**config.mk**
```make
export PLATFORM = sky130hd
export DESIGN_NAME = dpst_device_flat
export DESIGN_NICKNAME = d
export VERILOG_FILES = /design/src/dpst_pkg.sv /design/src/dpst_if.sv /design/src/dpst_device.sv /design/src/flat_wrapper.sv
export SDC_FILE = /design/constraint.sdc
export NUM_CORES = 1
export LEC_CHECK = 0
export BUFFER_PORTS_ARGS = -buffer_cell sky130_fd_sc_hd__clkbuf_2
export CORE_MARGIN = 1
export CORE_UTILIZATION = 34
export CTS_BUF_LIST = sky130_fd_sc_hd__clkbuf_16
export DETAILED_ROUTE_END_ITERATION = 10
export PLACE_DENSITY_LB_ADDON = 0.12
export SYNTH_ARGS = -nofsm -noshare
export SYNTH_HDL_FRONTEND = slang
export SYNTH_SLANG_ARGS = --single-unit
```
**constraint.sdc**
```tcl
create_clock -name link_clk -period 4.02 [get_ports link_clk]
set_input_delay 0.603 -clock link_clk [delete_from_list [all_inputs] [get_ports link_clk]]
set_output_delay 0.603 -clock link_clk [all_outputs]
set_load 0.02 [all_outputs]
```
**src/dpst_pkg.sv**
```systemverilog
// Package of shared constants and types for the digipot serial port.
package dpst_pkg;

  // ---------------------------------------------------------------------
  // Frame layout
  // ---------------------------------------------------------------------
  localparam int FRAME_BITS  = 16;
  localparam int CMD_MSB     = 15;
  localparam int CMD_LSB     = 12;
  localparam int WIPER_BITS  = 10;
  localparam int STORE_DEPTH = 20;
  localparam int STORE_IDX_W = 5;

  localparam logic [WIPER_BITS-1:0] WIPER_MIDSCALE = 10'h200;

  // ---------------------------------------------------------------------
  // Command codes
  // ---------------------------------------------------------------------
  typedef enum logic [3:0] {
    DPST_CMD_NOP      = 4'h0,
    DPST_CMD_WR_WIPER = 4'h1,
    DPST_CMD_RD_WIPER = 4'h2,
    DPST_CMD_PROGRAM  = 4'h3,
    DPST_CMD_RD_STORE = 4'h5,
    DPST_CMD_MODE     = 4'h6
  } dpst_cmd_t;

  // ---------------------------------------------------------------------
  // Timing, device clock (link clock) side
  // ---------------------------------------------------------------------
  localparam int LINK_PERIOD_PS   = 48000;
  localparam int T_WR_PERF_NS     = 2400;
  localparam int T_WR_NORM_NS     = 410;
  localparam int T_PROG_US        = 8000;
  localparam int T_RD_WIPER_NS    = 450;
  localparam int T_RD_STORE_US    = 1300;
  localparam int T_POWER_UP_US    = 2000;
  localparam int T_BUSY_FALL_NS   = 40;
  // Longest times round down to whole link cycles, never below one.
  localparam int WR_PERF_CYC  = (T_WR_PERF_NS * 1000) / LINK_PERIOD_PS;
  localparam int WR_NORM_CYC  = (T_WR_NORM_NS * 1000) / LINK_PERIOD_PS;
  localparam int RD_WIPER_CYC = (T_RD_WIPER_NS * 1000) / LINK_PERIOD_PS;
  localparam int PROG_CYC     = (T_PROG_US * 1000) / (LINK_PERIOD_PS / 1000);
  localparam int RD_STORE_CYC =
    (T_RD_STORE_US * 1000) / (LINK_PERIOD_PS / 1000);
  localparam int POWER_UP_CYC =
    (T_POWER_UP_US * 1000) / (LINK_PERIOD_PS / 1000);

  // ---------------------------------------------------------------------
  // Timing, host clock side
  // ---------------------------------------------------------------------
  localparam int HOST_PERIOD_NS = 50;
  localparam int T_SEL_HIGH_NS  = 400;
  localparam int T_RESET_NS     = 20;
  localparam int SEL_HIGH_CYC   =
    (T_SEL_HIGH_NS + HOST_PERIOD_NS - 1) / HOST_PERIOD_NS;
  localparam int RESET_CYC      =
    (T_RESET_NS + HOST_PERIOD_NS - 1) / HOST_PERIOD_NS;
  // Half period of the serial clock in host cycles. The device sees the
  // link only through three-flop synchronisers on its own clock, so each
  // clock level must span enough link cycles for readback to settle.
  localparam int SCLK_DIV       = 8;
  localparam int CNT_W          = 24;

endpackage : dpst_pkg

```
**src/dpst_if.sv**
```systemverilog
// Interface joining the serial host and the digipot device.
`timescale 1ns/1ps
interface dpst_if;
  logic sel_n;
  logic sclk;
  logic sdi;
  logic sdo;
  logic sdo_oe;
  logic done;
  logic done_oe;
  logic reset_pin_n;

  modport device (
    input  sel_n, sclk, sdi, reset_pin_n,
    output sdo, sdo_oe, done, done_oe
  );
  modport host (
    output sel_n, sclk, sdi, reset_pin_n,
    input  sdo, sdo_oe, done, done_oe
  );
endinterface : dpst_if

```
**src/dpst_device.sv**
```systemverilog
// Device end: serial command port, busy timing and wiper restore.
// Function
// Precision-mode wiper write busy at most 2.4us.
// Normal-mode wiper write done within 410ns.
// Store program busy at most 8ms.
// Wiper readback done within 450ns.
// Store readback busy at most 1.3ms.
// Power-on restore within 2ms.
// Host waits done high before selecting.
// Done falls within 40ns of select rise; the device drops it four link edges after the rise.
// Select stays high at least 400ns.
// Clock idles low, sample on falling.
// Serial clock at most 50MHz.
// Reset pulse at least 20ns.
// Readback bit valid within 450ns of rise.
// Reset pin rise reloads wiper from store.
// Unprogrammed store restores midscale code.
// Done released when operation ends, high idle.
// Frame from select fall to rise.
`timescale 1ns/1ps
module dpst_device
  import dpst_pkg::*;
#(
  parameter int unsigned PROG_CYCLES  = PROG_CYC,
  parameter int unsigned RDSTO_CYCLES = RD_STORE_CYC,
  parameter int unsigned PWRUP_CYCLES = POWER_UP_CYC
) (
  // Link clock and power-on reset
  input  wire logic                 link_clk,
  input  wire logic                 arst_n,
  // Link pins
  dpst_if.device                    bus,
  // User side
  output logic [WIPER_BITS-1:0]     wiper_setting,
  output logic                      perf_mode,
  output logic [STORE_IDX_W-1:0]    store_used
);
  import dpst_pkg::*;

  typedef enum logic [2:0] {
    DPST_ST_BOOT  = 3'b000,
    DPST_ST_IDLE  = 3'b001,
    DPST_ST_FRAME = 3'b010,
    DPST_ST_EXEC  = 3'b011
  } dpst_dev_state_t;

  // ---------------------------------------------------------------------
  // Pin synchronisers
  // ---------------------------------------------------------------------
  // The device runs on the host's serial clock domain only as a sampled
  // level; every input pin passes three flops, and select, clock and reset count once the last two agree.
  logic [2:0] sel_s_q, clk_s_q, dat_s_q, rst_s_q;
  logic       sel_f_q, clk_f_q, rst_f_q;

  always_ff @(posedge link_clk or negedge arst_n)
  begin
    if (!arst_n)
    begin
      sel_s_q <= 3'h7;
      clk_s_q <= 3'h0;
      dat_s_q <= 3'h0;
      rst_s_q <= 3'h7;
    end
    else
    begin
      sel_s_q <= {sel_s_q[1:0], bus.sel_n};
      clk_s_q <= {clk_s_q[1:0], bus.sclk};
      dat_s_q <= {dat_s_q[1:0], bus.sdi};
      rst_s_q <= {rst_s_q[1:0], bus.reset_pin_n};
    end
  end

  always_ff @(posedge link_clk or negedge arst_n)
  begin
    if (!arst_n)
    begin
      sel_f_q <= 1'b1;
      clk_f_q <= 1'b0;
      rst_f_q <= 1'b1;
    end
    else
    begin
      if (sel_s_q[1] == sel_s_q[2]) sel_f_q <= sel_s_q[2];
      if (clk_s_q[1] == clk_s_q[2]) clk_f_q <= clk_s_q[2];
      if (rst_s_q[1] == rst_s_q[2]) rst_f_q <= rst_s_q[2];
    end
  end

  logic sel_agree, clk_agree, rst_agree;
  assign sel_agree = (sel_s_q[1] == sel_s_q[2]);
  assign clk_agree = (clk_s_q[1] == clk_s_q[2]);
  assign rst_agree = (rst_s_q[1] == rst_s_q[2]);

  logic sel_fall, sel_rise, clk_rise, clk_fall, rst_rise;
  assign sel_fall = sel_agree && sel_f_q && !sel_s_q[2];
  assign sel_rise = sel_agree && !sel_f_q && sel_s_q[2];
  assign clk_rise = clk_agree && !clk_f_q && clk_s_q[2];
  assign clk_fall = clk_agree && clk_f_q && !clk_s_q[2];
  assign rst_rise = rst_agree && !rst_f_q && rst_s_q[2];

  // ---------------------------------------------------------------------
  // Control state
  // ---------------------------------------------------------------------
  dpst_dev_state_t               state_q;
  logic [CNT_W-1:0]              wait_q;
  logic [FRAME_BITS-1:0]         shift_q;
  logic [FRAME_BITS-1:0]         out_q;
  logic [WIPER_BITS-1:0]         wiper_setting_reg_q;
  logic [WIPER_BITS-1:0]         limited_program_store [STORE_DEPTH];
  logic [STORE_IDX_W-1:0]        used_q;
  logic                          perf_q;
  logic                          readout_q;
  logic                          restore_q;

  dpst_cmd_t             cmd;
  logic [CNT_W-1:0]      exec_cycles;
  assign cmd = dpst_cmd_t'(shift_q[CMD_MSB:CMD_LSB]);

  always_comb
  begin
    exec_cycles = CNT_W'(1);
    case (cmd)
      DPST_CMD_WR_WIPER:
        exec_cycles = perf_q ? CNT_W'(WR_PERF_CYC)
                             : CNT_W'(WR_NORM_CYC);
      DPST_CMD_RD_WIPER: exec_cycles = CNT_W'(RD_WIPER_CYC);
      DPST_CMD_PROGRAM:  exec_cycles = CNT_W'(PROG_CYCLES);
      DPST_CMD_RD_STORE: exec_cycles = CNT_W'(RDSTO_CYCLES);
      default:           exec_cycles = CNT_W'(1);
    endcase
  end

  // Last programmed entry, or midscale while none is programmed.
  logic [WIPER_BITS-1:0] restore_val;
  assign restore_val = (used_q == '0) ? WIPER_MIDSCALE
                     : limited_program_store[used_q - 5'h01];

  always_ff @(posedge link_clk or negedge arst_n)
  begin
    if (!arst_n)
    begin
      state_q   <= DPST_ST_BOOT;
      wait_q    <= '0;
      shift_q   <= '0;
      readout_q <= 1'b0;
      restore_q <= 1'b0;
    end
    else
    begin
      restore_q <= 1'b0;
      case (state_q)
        DPST_ST_BOOT:
        begin
          wait_q <= wait_q + CNT_W'(1);
          if (wait_q >= CNT_W'(PWRUP_CYCLES - 1))
          begin
            restore_q <= 1'b1;
            state_q   <= DPST_ST_IDLE;
          end
        end
        DPST_ST_IDLE:
          if (sel_fall)
          begin
            shift_q <= '0;
            state_q <= DPST_ST_FRAME;
          end
        DPST_ST_FRAME:
        begin
          if (clk_fall)
            shift_q <= {shift_q[FRAME_BITS-2:0], dat_s_q[2]};
          if (sel_rise)
          begin
            wait_q    <= exec_cycles;
            readout_q <= (cmd == DPST_CMD_RD_WIPER) ||
                         (cmd == DPST_CMD_RD_STORE);
            state_q   <= DPST_ST_EXEC;
          end
        end
        DPST_ST_EXEC:
        begin
          wait_q <= wait_q - CNT_W'(1);
          if (wait_q <= CNT_W'(1))
            state_q <= DPST_ST_IDLE;
        end
        default: state_q <= DPST_ST_IDLE;
      endcase
      // A reset pin rise reloads the wiper regardless of frame state.
      if (rst_rise)
        restore_q <= 1'b1;
    end
  end

  // ---------------------------------------------------------------------
  // Wiper, mode and store
  // ---------------------------------------------------------------------
  logic exec_done;
  assign exec_done = (state_q == DPST_ST_EXEC) && (wait_q <= CNT_W'(1));

  always_ff @(posedge link_clk or negedge arst_n)
  begin
    if (!arst_n)
    begin
      wiper_setting_reg_q <= WIPER_MIDSCALE;
      perf_q              <= 1'b0;
    end
    else if (restore_q)
      wiper_setting_reg_q <= restore_val;
    else if (exec_done)
    begin
      if (cmd == DPST_CMD_WR_WIPER)
        wiper_setting_reg_q <= shift_q[WIPER_BITS-1:0];
      if (cmd == DPST_CMD_MODE)
        perf_q <= shift_q[0];
    end
  end

  // Entries are one-time; once all are used further programs are ignored.
  always_ff @(posedge link_clk or negedge arst_n)
  begin
    if (!arst_n)
      used_q <= '0;
    else if (exec_done && cmd == DPST_CMD_PROGRAM &&
             used_q < STORE_IDX_W'(STORE_DEPTH))
      used_q <= used_q + 5'h01;
  end

  genvar gi;
  generate
    for (gi = 0; gi < STORE_DEPTH; gi++)
    begin : g_store
      always_ff @(posedge link_clk or negedge arst_n)
      begin
        if (!arst_n)
          limited_program_store[gi] <= WIPER_MIDSCALE;
        else if (exec_done && cmd == DPST_CMD_PROGRAM &&
                 used_q == STORE_IDX_W'(gi))
          limited_program_store[gi] <= wiper_setting_reg_q;
      end
    end
  endgenerate

  // ---------------------------------------------------------------------
  // Readback shifter
  // ---------------------------------------------------------------------
  // Readback data belongs to the frame after the read command.
  // Each bit is launched on a rising clock edge and holds to the next.
  logic sdo_q;
  always_ff @(posedge link_clk or negedge arst_n)
  begin
    if (!arst_n)
    begin
      out_q <= '0;
      sdo_q <= 1'b0;
    end
    else if (exec_done && readout_q)
      out_q <= FRAME_BITS'(cmd == DPST_CMD_RD_WIPER ? wiper_setting_reg_q
                                                    : restore_val);
    else if (state_q == DPST_ST_FRAME && clk_rise)
    begin
      sdo_q <= out_q[FRAME_BITS-1];
      out_q <= {out_q[FRAME_BITS-2:0], 1'b0};
    end
  end

  // ---------------------------------------------------------------------
  // Pins and user outputs
  // ---------------------------------------------------------------------
  logic done_q;
  always_ff @(posedge link_clk or negedge arst_n)
  begin
    if (!arst_n)
      done_q <= 1'b0;
    else if (sel_rise && state_q == DPST_ST_FRAME)
      done_q <= 1'b0;
    else
      done_q <= (state_q == DPST_ST_IDLE) || (state_q == DPST_ST_FRAME) ||
                (exec_done && !restore_q);
  end

  assign bus.done    = done_q;
  assign bus.done_oe = 1'b1;
  assign bus.sdo     = sdo_q;
  assign bus.sdo_oe  = !sel_f_q;
  assign wiper_setting = wiper_setting_reg_q;
  assign perf_mode     = perf_q;
  assign store_used    = used_q;

endmodule : dpst_device

```
**src/flat_wrapper.sv**
```systemverilog
// flat-port wrapper written by rule: the top's interface ports become plain ports
module dpst_device_flat import dpst_pkg::*;
#(
  parameter int unsigned PROG_CYCLES  = PROG_CYC,
  parameter int unsigned RDSTO_CYCLES = RD_STORE_CYC,
  parameter int unsigned PWRUP_CYCLES = POWER_UP_CYC
)
  (link_clk, arst_n, wiper_setting, perf_mode, store_used, bus_sel_n, bus_sclk, bus_sdi, bus_reset_pin_n, bus_sdo, bus_sdo_oe, bus_done, bus_done_oe);
  dpst_if bus_i ();
  input  wire logic link_clk;
  input  wire logic arst_n;
  output logic [WIPER_BITS-1:0] wiper_setting;
  output logic perf_mode;
  output logic [STORE_IDX_W-1:0] store_used;
  input wire logic [$bits(bus_i.sel_n)-1:0] bus_sel_n;
  input wire logic [$bits(bus_i.sclk)-1:0] bus_sclk;
  input wire logic [$bits(bus_i.sdi)-1:0] bus_sdi;
  input wire logic [$bits(bus_i.reset_pin_n)-1:0] bus_reset_pin_n;
  output wire logic [$bits(bus_i.sdo)-1:0] bus_sdo;
  output wire logic [$bits(bus_i.sdo_oe)-1:0] bus_sdo_oe;
  output wire logic [$bits(bus_i.done)-1:0] bus_done;
  output wire logic [$bits(bus_i.done_oe)-1:0] bus_done_oe;
  assign bus_i.sel_n = bus_sel_n;
  assign bus_i.sclk = bus_sclk;
  assign bus_i.sdi = bus_sdi;
  assign bus_i.reset_pin_n = bus_reset_pin_n;
  assign bus_sdo = bus_i.sdo;
  assign bus_sdo_oe = bus_i.sdo_oe;
  assign bus_done = bus_i.done;
  assign bus_done_oe = bus_i.done_oe;
  dpst_device #(.PROG_CYCLES(PROG_CYCLES), .RDSTO_CYCLES(RDSTO_CYCLES), .PWRUP_CYCLES(PWRUP_CYCLES)) u_core (.link_clk(link_clk), .arst_n(arst_n), .bus(bus_i), .wiper_setting(wiper_setting), .perf_mode(perf_mode), .store_used(store_used));
endmodule
```
==> impl_metrics.ini <==
[run_status]
status = complete, no violations

[grt]
grt_pass1_vias = 9946
busiest_layer = met2
grt.met2_usage_pct = 28.8
use_met3_pct = 3.17
grt_start_max_net_pins = 95
overflow = 0
antenna_found_initial = 0
grtUsageTotal_pct = 18.8
grt_use_met1_pct = 27.3
grt_pass1_wl_um = 63600

[synth]
synth_sequential_area_ratio_pct = 49.2
yosysWarningCount = 0
synth.distinct_cells = 77
async_flop_share_pct = 100
netlist_area_sq_um = 15000
synth-edff-count = 0
synth_nets = 1221
synth-seq-cells = 293
synth_flop_cell = dfrtp_1
syn-instance-count = 1202
syn_avg_cell_area_sq_um = 12.5

[floorplan]
die_area_sq_um = 44900
ios = 26
die_y_um = 212
start_util_pct = 34.6
rows = 76
die_w_um = 212
core-area_sq_um = 43300

[critical_path]
critPathLaunchType = register
rrSetupSlack_ns = 0.67
crit_start = u_core.store_used[1]
critical_path_class = register to register
critPathRequiredTime_ns = 4.45
reg2reg_depth = 8
worstReg2RegStart = u_core.store_used[1]
critPathMaxFanout = 16
critical_path.endpoint = u_core.out_q[0]
r2r_end = u_core.out_q[0]
cp_data_arrival_time_ns = 3.78
cp-end-kind = register

[finish]
drive_gt1_share_pct = 35.3
area_delta_synth_final_pct = 12.4
layoutNonFillerInstCount = 1811
nNetsFinal = 1216
fill_cells = 4111

[timing]
drv_slew = 0
fin_tns_setup_ns = 0
clock_skew_ns = 0.0207
hold_viol_final = 0
timing.final.crit_share_pct = 83.3
fmax_mhz = 299
rsz0062_at_grt = no
setup_viol = 0
relSlewSlack_pct = 27.1
hold_ws_ns = 0.0627
max_slew.worst_pin.slew_ns = 1.09
final.min_clock_period_ns = 3.35

[power]
switching_share_pct = 22.6
p_leak_nw = 7.86
seq_power_share_pct = 49.1
p_sw_mw = 1.38
power_density_nw_per_um2 = 362
ir_worst_vdd_mv = 0.237
intPower_mw = 4.71
power_frac_clock_pct = 49.4
p_comb_share_pct = 1.4

[cts]
numClockSinks = 293
hold_buffers = 0
path_clk_slew_ns = 0.06
cts-resized-gates = 0
cts_root_buf = clkbuf_16
cts_buffer_depth = 3
numCtsBuffers = 36
clock_latency_ns = 0.55
post-cts-setup-buffers = 0
cts-htree-levels = 2
cts_tree = done

[detailed_routing]
postRouteWirelength_um = 40400
ant_nets = 0
drc = 0
num_vias = 9823
wl_per_cell_um = 22.3
viasPerCell = 5.42
drt-initial-drc-count = 762
firstDrtPassIters = 5

[job]
drv_cap = 0

[place]
port_buffers = 24
gp_congestion = 0.826
hpwlAfterDp_um = 25900
place_inst = 1744

[hold_path]
hold_path.class = input pin to async pin
critical path, cell delays in order (launching register included):
cell      delay, ns
dfrtp_1        0.52
inv_1          0.14
ha_2           0.72
mux4_2         0.42
mux2i_1        0.39
nor3b_1        0.11
a311oi_1       0.53
a211oi_1       0.15
a31o_2         0.24
placed cells by master (no fill, tap or decap), types with 4 or more instances in the layout:
cell	count
a21oi_1	41
o22ai_1	7
mux2_4	40
mux2i_1	42
ha_1	12
mux4_2	50
clkbuf_16	37
o21ai_0	54
nor3b_1	6
clkbuf_2	23
a2111oi_0	8
mux2_2	175
a31oi_1	16
nand2_1	88
clkinv_1	7
buf_4	28
nor2_1	45
dfstp_2	29
nand3_4	9
or3_1	13
and3_1	4
a22oi_1	9
a221o_1	4
nand4_2	8
nand4_1	17
buf_12	5
or2_2	5
and2_1	9
nor4_1	10
a41oi_1	6
o31ai_1	7
nand3_1	22
dfrtp_1	263
inv_1	32
nor3_1	17
per-layer routing:
| layer | vias up | part of all wire [%] | wire length, um |
|---|---|---|---|
| li1 | 4471 | - | - |
| met1 | 5108 | 49 | 19700 |
| met2 | 193 | 46 | 18400 |
| met3 | 51 | 3.6 | 1450 |
| met4 | 0 | 2.0 | 819 |
| met5 | - | 0 | 0 |
power by group through the flow:
stage               registers, mW  logic [mW]  clock network, mW
finish                       2.99      0.0882               3.01
global route                 3.00       0.103               3.24
CTS                          2.99      0.0946               3.12
detailed placement           3.05      0.0945                  0
global placement             3.05      0.0954                  0
floorplan                    3.03      0.0233                  0
synth_stat cells, types with 4 or more instances:
library cell	n	area share [%]
nand3_1	22	0.74
dfstp_2	29	5.1
nand2_1	88	2.2
mux2i_1	42	2.8
nand3_4	9	1.1
a21oi_1	42	1.4
o21ai_0	55	1.8
nor2_1	46	1.2
a41oi_1	6	0.35
nor4_1	10	0.42
dfrtp_1	264	44
a2111oi_0	8	0.47
a221o_1	4	0.27
mux4_2	50	7.5
nor3b_1	6	0.30
inv_1	17	0.43
nand4_1	17	0.71
nand4_2	8	0.67
and2_1	9	0.38
mux2_4	40	4.0
clkbuf_1	74	1.9
a22oi_1	9	0.45
buf_2	9	0.30
or2_2	5	0.21
buf_1	13	0.33
o31ai_1	7	0.35
mux2_2	175	13
and3_1	4	0.17
o22ai_1	7	0.29
ha_1	13	1.1
a31oi_1	16	0.67
nor3_1	17	0.57
or3_1	13	0.54
flip-flops by register name, summed over array words and instances, names as in the netlist, 2 cells and up:
register                      count
u_core.wiper_setting             10
u_core.clk_s_q                    3
u_core.sel_s_q                    3
u_core.limited_program_store    200
u_core.store_used                 5
u_core.state_q                    2
u_core.shift_q                   16
u_core.rst_s_q                    3
u_core.dat_s_q                    3
u_core.out_q                     16
u_core.wait_q                    24
cells by family (layout without fill, tap and decap cells):
logic type               count (synthesis)  in the layout  synth area share [%]
multiplexers                           307            307                  27.5
flip-flops                             293            293                  49.2
AND/OR/NAND/NOR                        277            277                  10.5
AO/OA/AOI/OAI                          186            186                  7.93
buffers and inverters                  117            140                  3.24
adder cells (fa/ha/maj)                 16             16                  1.29
XOR/XNOR                                 5              5                 0.293
other                                    1              2                0.0251
through the flow:
stage	instance area, sq um	util, %	setup slack (ns)	total power, mW
floorplan	15000	-	0.403	3.05
detailed placement	15700	36.4	0.746	3.14
finish	16800	38.9	0.671	6.10
global route	16800	38.9	0.479	6.34
CTS	16800	38.9	0.724	6.21
global placement	15700	36.4	0.734	3.14
worst min-delay path by stage:
stage / from / endpoint / slack [ns] / cells after the start
6_report: arst_n / u_core.wait_q[20] / 0.06 / 1
3_5_place_dp: u_core.dat_s_q[0] / u_core.dat_s_q[1] / 0.33 / 0
4_1_cts: arst_n / u_core.wait_q[20] / 0.1 / 1
2_1_floorplan: arst_n / u_core.bus.done / 0.31 / 0
5_1_grt: arst_n / u_core.wait_q[20] / 0.1 / 1
3_3_place_gp: u_core.dat_s_q[0] / u_core.dat_s_q[1] / 0.34 / 0
layout make-up:
cell class	instances	area (sq um)	area share, %
sequential	293	7370	43.8
multi-input combinational	792	7130	42.4
clock buffer	37	926	5.50
tap	585	732	4.35
timing repair buffer	57	440	2.62
clock inverter	29	154	0.915
inverter	17	63.8	0.379
antenna	1	2.50	0.0149
Note: power is estimated with default switching activity, not from simulation.
